**config.mk**
```make
export PLATFORM = sky130hd
export DESIGN_NAME = pbps_sequencer
export DESIGN_NICKNAME = d
export VERILOG_FILES = /design/src/pbps_pkg.sv /design/src/pbps_mod_counter.sv /design/src/pbps_sequencer.sv
export VERILOG_INCLUDE_DIRS = /design/src /design/src/src
export SDC_FILE = /design/constraint.sdc
export NUM_CORES = 1
export LEC_CHECK = 0
export BUFFER_PORTS_ARGS = -buffer_cell sky130_fd_sc_hd__buf_2
export CORE_UTILIZATION = 44
export DETAILED_ROUTE_END_ITERATION = 6
export GPL_ROUTABILITY_DRIVEN = 0
export GPL_TIMING_DRIVEN = 0
export PLACE_DENSITY = 0.67
export SYNTH_ARGS = -nofsm -noshare
export SYNTH_HDL_FRONTEND = slang
export SYNTH_SLANG_ARGS = --single-unit
```
**constraint.sdc**
```tcl
create_clock -name core_clk -period 1.86 [get_ports core_clk]
set_input_delay 0.279 -clock core_clk [delete_from_list [all_inputs] [get_ports core_clk]]
set_output_delay 0.279 -clock core_clk [all_outputs]
set_load 0.01 [all_outputs]
```
**src/pbps_regs.svh**
```systemverilog
// constants of the push-button power sequencer: timing figures and reset levels
// assumes a single 200 MHz core clock; no software-visible registers exist
`ifndef PBPS_REGS_SVH
`define PBPS_REGS_SVH

// core clock rate
`define PBPS_CLK_MHZ 200
// time base: one internal oscillator tick, in ns
`define PBPS_TICK_NS 1000000
// cycles per tick, derived from rate and tick length
`define PBPS_TICK_CYCLES ((`PBPS_TICK_NS * `PBPS_CLK_MHZ) / 1000)
// qualification, warning and watchdog intervals, in ms
`define PBPS_QUAL_MS 20
`define PBPS_WARN_MS 1024
`define PBPS_WD_MS 11
// converter switching rate in kHz, and the half period in cycles
`define PBPS_SW_KHZ 500
`define PBPS_SW_HALF_CYCLES ((`PBPS_CLK_MHZ * 1000) / (2 * `PBPS_SW_KHZ))
// reset levels
`define PBPS_BTN_RST 1'b1
`define PBPS_SW1_RST 1'b0
`define PBPS_SW2_RST 1'b1

`endif

```
**src/pbps_pkg.sv**
```systemverilog
// types of the push-button power sequencer
// assumes nothing beyond a SystemVerilog compiler
package pbps_pkg;

   // sequencer states, binary codes written out
   typedef enum logic [2:0] {
      S_WAIT_RAIL = 3'b000,
      S_STRAP_QUAL = 3'b001,
      S_OFF = 3'b010,
      S_ON_QUAL = 3'b011,
      S_ON = 3'b100,
      S_OFF_QUAL = 3'b101,
      S_WARN = 3'b110
   } pbps_state_t;

   // whole state of the sequencer
   typedef struct packed {
      pbps_state_t state;
      logic btnPrev;
      logic intEn;
      logic warnOe;
      logic [2:0] convEn;
      logic sw1;
      logic sw2;
      logic pgFault;
   } pbps_seq_t;

endpackage : pbps_pkg

```
**src/pbps_mod_counter.sv**
```systemverilog
// modulo counter with synchronous clear; pulses done for one cycle on each wrap
// assumes lim is held stable while counting and is at least 1
`timescale 1ns/1ps
module pbps_mod_counter #(
   parameter int W = 8
) (
   input wire logic core_clk,
   input wire logic nrst,
   input wire logic clr,
   input wire logic en,
   input wire logic [W-1:0] lim,
   output logic done
);

   typedef struct packed {
      logic [W-1:0] cnt;
      logic done;
   } pbps_cnt_t;

   pbps_cnt_t s_q;
   pbps_cnt_t s_d;

   // count enables, wrap at lim-1; clear restarts the interval at zero
   always_comb begin
      s_d = s_q;
      s_d.done = 1'b0;
      if (clr) begin
         s_d.cnt = '0;
      end else if (en) begin
         if (s_q.cnt == lim - W'(1)) begin
            s_d.cnt = '0;
            s_d.done = 1'b1;
         end else begin
            s_d.cnt = s_q.cnt + W'(1);
         end
      end
   end

   always_ff @(posedge core_clk or negedge nrst) begin
      if (!nrst) begin
         s_q <= '0;
      end else begin
         s_q <= s_d;
      end
   end

   assign done = s_q.done;

endmodule : pbps_mod_counter

```
**src/pbps_sequencer.sv**
```systemverilog
// push-button power sequencer: button qualification, shutdown warning,
// internal converter enable, out-of-phase switching clocks, power-good watchdog
// assumes button, rail and pin inputs are synchronous to core_clk
`timescale 1ns/1ps
`include "pbps_regs.svh"

module pbps_sequencer #(
   parameter int TICK_CYCLES = `PBPS_TICK_CYCLES
) (
   input wire logic core_clk,
   input wire logic nrst,
   input wire logic buttonIn,
   input wire logic railOk,
   input wire logic [2:0] convEnPin,
   input wire logic [2:0] convPgood,
   output logic warnOut,
   output logic warnOe,
   output logic internalEnable,
   output logic [2:0] convEnable,
   output logic swClk1,
   output logic swClk2,
   output logic pgoodFault
);

   // ****************************************************************
   // interval timers
   // ****************************************************************

   pbps_pkg::pbps_seq_t s_q;
   pbps_pkg::pbps_seq_t s_d;
   logic fallEdge;
   logic timedState;
   logic qualClr;
   logic qualTick;
   logic qualDone;
   logic [10:0] qualLim;
   logic wdActive;
   logic wdTick;
   logic wdDone;
   logic swDone;

   // the prescaler is cleared with the interval so the first tick is a whole one
   assign timedState = (s_q.state == pbps_pkg::S_STRAP_QUAL) || (s_q.state == pbps_pkg::S_ON_QUAL)
                       || (s_q.state == pbps_pkg::S_OFF_QUAL) || (s_q.state == pbps_pkg::S_WARN);
   assign qualClr = (s_d.state != s_q.state) || !timedState;
   assign qualLim = (s_q.state == pbps_pkg::S_WARN) ? 11'(`PBPS_WARN_MS) : 11'(`PBPS_QUAL_MS);

   pbps_mod_counter #(.W(18)) u_qual_pre (
      .core_clk(core_clk),
      .nrst(nrst),
      .clr(qualClr),
      .en(1'b1),
      .lim(18'(TICK_CYCLES)),
      .done(qualTick)
   );

   pbps_mod_counter #(.W(11)) u_qual_ms (
      .core_clk(core_clk),
      .nrst(nrst),
      .clr(qualClr),
      .en(qualTick),
      .lim(qualLim),
      .done(qualDone)
   );

   // watchdog runs while any enabled converter lacks power-good
   assign wdActive = s_q.intEn && ((s_q.convEn & ~convPgood) != 3'h0);

   pbps_mod_counter #(.W(18)) u_wd_pre (
      .core_clk(core_clk),
      .nrst(nrst),
      .clr(!wdActive),
      .en(1'b1),
      .lim(18'(TICK_CYCLES)),
      .done(wdTick)
   );

   pbps_mod_counter #(.W(4)) u_wd_ms (
      .core_clk(core_clk),
      .nrst(nrst),
      .clr(!wdActive),
      .en(wdTick),
      .lim(4'(`PBPS_WD_MS)),
      .done(wdDone)
   );

   // half-period divider for the switching clocks
   pbps_mod_counter #(.W(9)) u_sw_div (
      .core_clk(core_clk),
      .nrst(nrst),
      .clr(1'b0),
      .en(1'b1),
      .lim(9'(`PBPS_SW_HALF_CYCLES)),
      .done(swDone)
   );

   // ****************************************************************
   // sequencer
   // ****************************************************************

   // inputs are synchronous, so one stored sample gives the edge
   assign fallEdge = s_q.btnPrev && !buttonIn;

   always_comb begin
      s_d = s_q;
      s_d.btnPrev = buttonIn;
      if (!railOk) begin
         // rail loss is a power recycle: enable and warning off, switching clocks keep running, re-sample on return
         s_d.state = pbps_pkg::S_WAIT_RAIL;
         s_d.intEn = 1'b0;
         s_d.warnOe = 1'b0;
      end else begin
         case (s_q.state)
            pbps_pkg::S_WAIT_RAIL: begin
               if (buttonIn) begin
                  s_d.state = pbps_pkg::S_OFF;
               end else begin
                  s_d.state = pbps_pkg::S_STRAP_QUAL;
               end
            end
            pbps_pkg::S_STRAP_QUAL: begin
               if (buttonIn) begin
                  s_d.state = pbps_pkg::S_OFF;
               end else if (qualDone) begin
                  s_d.state = pbps_pkg::S_ON;
                  s_d.intEn = 1'b1;
               end
            end
            pbps_pkg::S_OFF: begin
               if (fallEdge) begin
                  s_d.state = pbps_pkg::S_ON_QUAL;
               end
            end
            pbps_pkg::S_ON_QUAL: begin
               if (buttonIn) begin
                  s_d.state = pbps_pkg::S_OFF;
               end else if (qualDone) begin
                  s_d.state = pbps_pkg::S_ON;
                  s_d.intEn = 1'b1;
               end
            end
            pbps_pkg::S_ON: begin
               if (fallEdge) begin
                  s_d.state = pbps_pkg::S_OFF_QUAL;
               end
            end
            pbps_pkg::S_OFF_QUAL: begin
               if (buttonIn) begin
                  s_d.state = pbps_pkg::S_ON;
               end else if (qualDone) begin
                  s_d.state = pbps_pkg::S_WARN;
                  s_d.warnOe = 1'b1;
               end
            end
            pbps_pkg::S_WARN: begin
               // no abort: once warned, the host is owed a shutdown
               if (qualDone) begin
                  s_d.state = pbps_pkg::S_OFF;
                  s_d.intEn = 1'b0;
                  s_d.warnOe = 1'b0;
               end
            end
            default: begin
               s_d.state = pbps_pkg::S_WAIT_RAIL;
               s_d.intEn = 1'b0;
               s_d.warnOe = 1'b0;
            end
         endcase
      end
      // converter gating: internal enable overrides each pin
      s_d.convEn = s_q.intEn ? convEnPin : 3'h0;
      // both clocks flip on the same edge, always opposite
      if (swDone) begin
         s_d.sw1 = !s_q.sw1;
         s_d.sw2 = s_q.sw1;
      end
      // fault is sticky until the internal enable drops; a new expiry wins
      if (wdDone) begin
         s_d.pgFault = 1'b1;
      end else if (!s_q.intEn) begin
         s_d.pgFault = 1'b0;
      end
   end

   always_ff @(posedge core_clk or negedge nrst) begin
      if (!nrst) begin
         s_q.state <= pbps_pkg::S_WAIT_RAIL;
         s_q.btnPrev <= `PBPS_BTN_RST;
         s_q.intEn <= 1'b0;
         s_q.warnOe <= 1'b0;
         s_q.convEn <= 3'h0;
         s_q.sw1 <= `PBPS_SW1_RST;
         s_q.sw2 <= `PBPS_SW2_RST;
         s_q.pgFault <= 1'b0;
      end else begin
         s_q <= s_d;
      end
   end

   // open drain: only ever pulls low
   assign warnOut = 1'b0;
   assign warnOe = s_q.warnOe;
   assign internalEnable = s_q.intEn;
   assign convEnable = s_q.convEn;
   assign swClk1 = s_q.sw1;
   assign swClk2 = s_q.sw2;
   assign pgoodFault = s_q.pgFault;
endmodule : pbps_sequencer

```
==> flow_results.org <==
** GRT
- Global-route wire length before repair :: 12600 um
- Antenna violations before repair :: 0
- For this run, the total global-route usage over all layers was measured as 17.5%.
- Global routing finished with a remaining overflow of 0.
- Entering global routing, the biggest net connects 47 pins.
- The number of global-route vias before repair was 2833.

** Cells and area
- Summing all multi-input logic gate instances after layout gives 1890 um^2.
- Share of post-route cells with drive strength above 1 :: 20.4%
- Net total in the final layout :: 452
- Cells fill 52.2% of the core in the end.
- In the final layout, flip-flops and latches occupy 1940 um^2.
- Relative area change from synthesis to final layout :: 15.6%
- The layout has 770 filler cells.
- Total inserted antenna cells :: 0

** Floorplanning
- Die width :: 96.4 um
- 19 I/O pins were placed.
- The die covers 9280 um^2.
- Die height :: 96.4 um
- Number of core rows :: 34
- The initial utilization of the core area, before any placement, comes to 45.1%.
- Area of the core :: 8680 um^2

** Drt
- Detailed-route wire length per cell :: 13.6 um
- Drt drc :: 1
- Antenna Nets Post-Route :: 0
- For this block, the routed nets add up to 7490 um of wire.
- Number of detailed-route iterations in the first pass :: 7
- Via count :: 3035
- Dividing the detail-routed via count by the number of cells gives 5.53.
- Violation count after the first detailed-route iteration :: 174

** Critical path
- In this design, the stage delay of the slowest critical-path cell is 640 ps.
- CP required :: 2120 ps
- Maximum fanout along the worst path :: 5
- The worst setup path is of the register to register kind.
- Register-to-Register Setup Slack :: 20 ps
- Critical path startpoint :: u_qual_pre.s_q[2]$_DFF_PN0_
- The slowest stage of the critical path is the sky130_fd_sc_hd__or4b_2 cell.
- Startpoint of the worst register-to-register path :: u_qual_pre.s_q[2]$_DFF_PN0_
- For the worst setup path, the data arrival time is 2100 ps.
- STA classifies the critical path startpoint as a register.
- Worst setup EP type :: register
- The signal on the critical path passes through ha_2 > and2_4 > nand3_2 > or4b_2 > a211oi_2.

** Synth
- Biggest area contributors in the synthesized netlist :: sky130_fd_sc_hd__dfrtp_1 48%, sky130_fd_sc_hd__xnor2_1 4.2%, sky130_fd_sc_hd__nor2_1 4.0%
- Of the total synthesized cell area, the portion taken by full adders, half adders and majority gates is 1.92%.
- Most used flip-flop cell after synthesis :: sky130_fd_sc_hd__dfrtp_1
- Main combinational cell family by area after synthesis :: simple AND/OR/NAND/NOR gates
- Most frequent cell after synthesis :: sky130_fd_sc_hd__dfrtp_1
- Cell count after synthesis :: 397
- Share of cell area taken by muxes after synthesis :: 0.798%
- After synthesis the netlist holds a flip-flop and latch count of 77.
- sky130_fd_sc_hd__dfrtp_1 takes more of the synthesized area than any other cell.
- The synthesized netlist contains 63 unique library cells.
- After synthesis, the mean cell area works out to 9.87 um^2.
- Summing every instance area after synthesis gives 3920 um^2.
- Synth Net Count :: 413
- Post-synth EDFFs :: 0
- Commonest cells post-synth :: 75 x sky130_fd_sc_hd__dfrtp_1, 42 x sky130_fd_sc_hd__nor2_1, 26 x sky130_fd_sc_hd__nand3_1, 24 x sky130_fd_sc_hd__nand2_1, 19 x sky130_fd_sc_hd__xnor2_1
- Fraction of registers with async set/reset :: 100%
- After synthesis, flip-flops and latches occupy 49.2% of the total area.
- XOR/XNOR share of the synthesized area :: 7.38%
- Simple-gate portion of the synthesized area :: 27.9%
- Yosys warning total :: 0
- Fraction of the mapped netlist area in compound gates :: 9.01%
- Fraction of synthesized cell area taken by the top area cell type :: 47.9%

** CTS
- CTS built an H-tree with a depth of 3.
- The clock net in this run drives a total of 77 sinks.
- Clock latency on the worst-skew pair, taken at its later pin, is 350 ps.
- Clock-pin slew was measured on the worst setup and hold paths at 80 ps.
- Maximum count of clock buffers along a single path :: 2
- TritonCTS built the clock tree.
- The root buffer cell chosen for the clock tree is sky130_fd_sc_hd__clkbuf_8.
- Clock tree synthesis inserted a total of 9 buffers.

** Timing
- After routing, the total negative slack on setup checks comes to 0 ps.
- The final critical path takes up 98.8% of the cycle.
- Worst Skew :: 12.0 ps
- Hold violation count in the final report :: 0
- Final Slew Violations :: 0
- Setup WS post-layout :: 22.2 ps
- Highest clock frequency the design can meet :: 0.544 GHz
- On the final layout, the worst hold slack is 63.6 ps.
- Time the final worst path needs with I/O delays and setup :: 1840 ps
- Setup repair after global routing could not meet its margin everywhere.
- Setup violations remaining at the end of the flow were counted as 0.

** Placed design
- HPWL reported at the end of detailed placement :: 4990 um
- Post-Place Setup Slack :: -388 ps
- During placement, the flow inserted port buffers numbering 17.

** Worst hold path
- Path category of the worst min-delay check :: primary input to register
- Launch point of the worst hold path :: buttonIn

** Pwr
- For this design the static power due to leakage is 1.79 nW.
- Summing internal, switching and leakage power gives 3.08 mW.
- Cell area power density :: 681 nW/um^2
- VDD sags by at most 0.291 mV.

** Run status
- The final reports fail on design-rule violations.
- Result of the run :: complete, but fails checks

** Run
- Count of max-cap constraint violations :: 0
## power breakdown
part           total, mW  internal, mW  switching (mW)
sequential          1.70          1.68          0.0127
combinational      0.102        0.0397          0.0626
clock               1.28         0.689           0.595
## metrics by stage
step,std cells,area [um^2]
2_1_floorplan,397,3920
3_3_place_gp,522,4140
3_5_place_dp,523,4170
4_1_cts,545,4460
5_1_grt,549,4530
6_report,549,4530
## state kept, by name (all words and copies together) (netlist names), 3 cells and up
register,count
u_wd_ms.s_q,4
convEnable,3
u_qual_ms.s_q,11
u_qual_pre.s_q,18
u_wd_pre.s_q,18
u_sw_div.s_q,9
s_q,4
## worst max-delay path: cells and delay by family, from the launching register on
family | cells | cell delay, ps
AND/OR/NAND/NOR | 3 | 930
flip-flops | 1 | 370
AO/OA/AOI/OAI | 1 | 230
adder cells (fa/ha/maj) | 1 | 220
## final timing paths
| path | cells past startpoint | endpoint |
|---|---|---|
| worst max-delay path | 5 | u_qual_pre.s_q[13]$_DFF_PN0_ |
| worst min-delay path | 1 | s_q[8]$_DFF_PN1_ |
| worst max register to register | 5 | u_qual_pre.s_q[13]$_DFF_PN0_ |
| worst min register to register | 1 | pgoodFault$_DFFE_PN0P_ |
| max in group asynchronous | 3 | s_q[8]$_DFF_PN1_ |
| min in group asynchronous | 2 | u_wd_pre.s_q[15]$_DFF_PN0_ |
## final cells by class
type | count | share of cell area (%)
Buffer | 13 | 1.69
Clock buffer | 12 | 3.43
Clock inverter | 4 | 1.05
Inverter | 15 | 1.24
Multi-Input combinational cell | 288 | 41.8
Sequential cell | 77 | 42.8
Tap cell | 108 | 2.99
Timing Repair Buffer | 32 | 4.92
## placed cells by master, fill, tap and decap left out, types with 15 or more instances in the layout
cell	n
sky130_fd_sc_hd__nor2_1	42
sky130_fd_sc_hd__nor3_1	16
sky130_fd_sc_hd__o21ai_0	15
sky130_fd_sc_hd__buf_4	20
sky130_fd_sc_hd__dfrtp_1	67
sky130_fd_sc_hd__buf_2	18
sky130_fd_sc_hd__inv_1	15
sky130_fd_sc_hd__nand2_1	23
sky130_fd_sc_hd__nand3_1	25
sky130_fd_sc_hd__xnor2_1	19
sky130_fd_sc_hd__nand4_1	18
## metal layers
metal	part of all wire [%]	global-route usage [%]	wire, um
met5	0	0	0
met4	1.3	7.97	101
met3	3.3	3.79	248
met2	48	28.7	3590
met1	47	22.2	3550
## repair_timing
action | 4_1_cts | 5_1_grt
cloned | 0 | 0
hold buffers | 1 | 0
buffers inserted | 7 | 6
pin swaps | 3 | 6
setup endpoints to repair | 42 | 42
endpoints found under the hold margin | 30 | 0
gates resized for setup | 8 | 18
## cells by family (layout without fill, tap and decap cells)
logic type	Yosys count	count (layout)
multiplexers	3	3
flip-flops	77	77
buffers and inverters	32	76
AND/OR/NAND/NOR	192	192
XOR/XNOR	33	33
adder cells (fa/ha/maj)	6	6
AO/OA/AOI/OAI	53	53
other	1	1
Power figures use the tool's default switching activity.
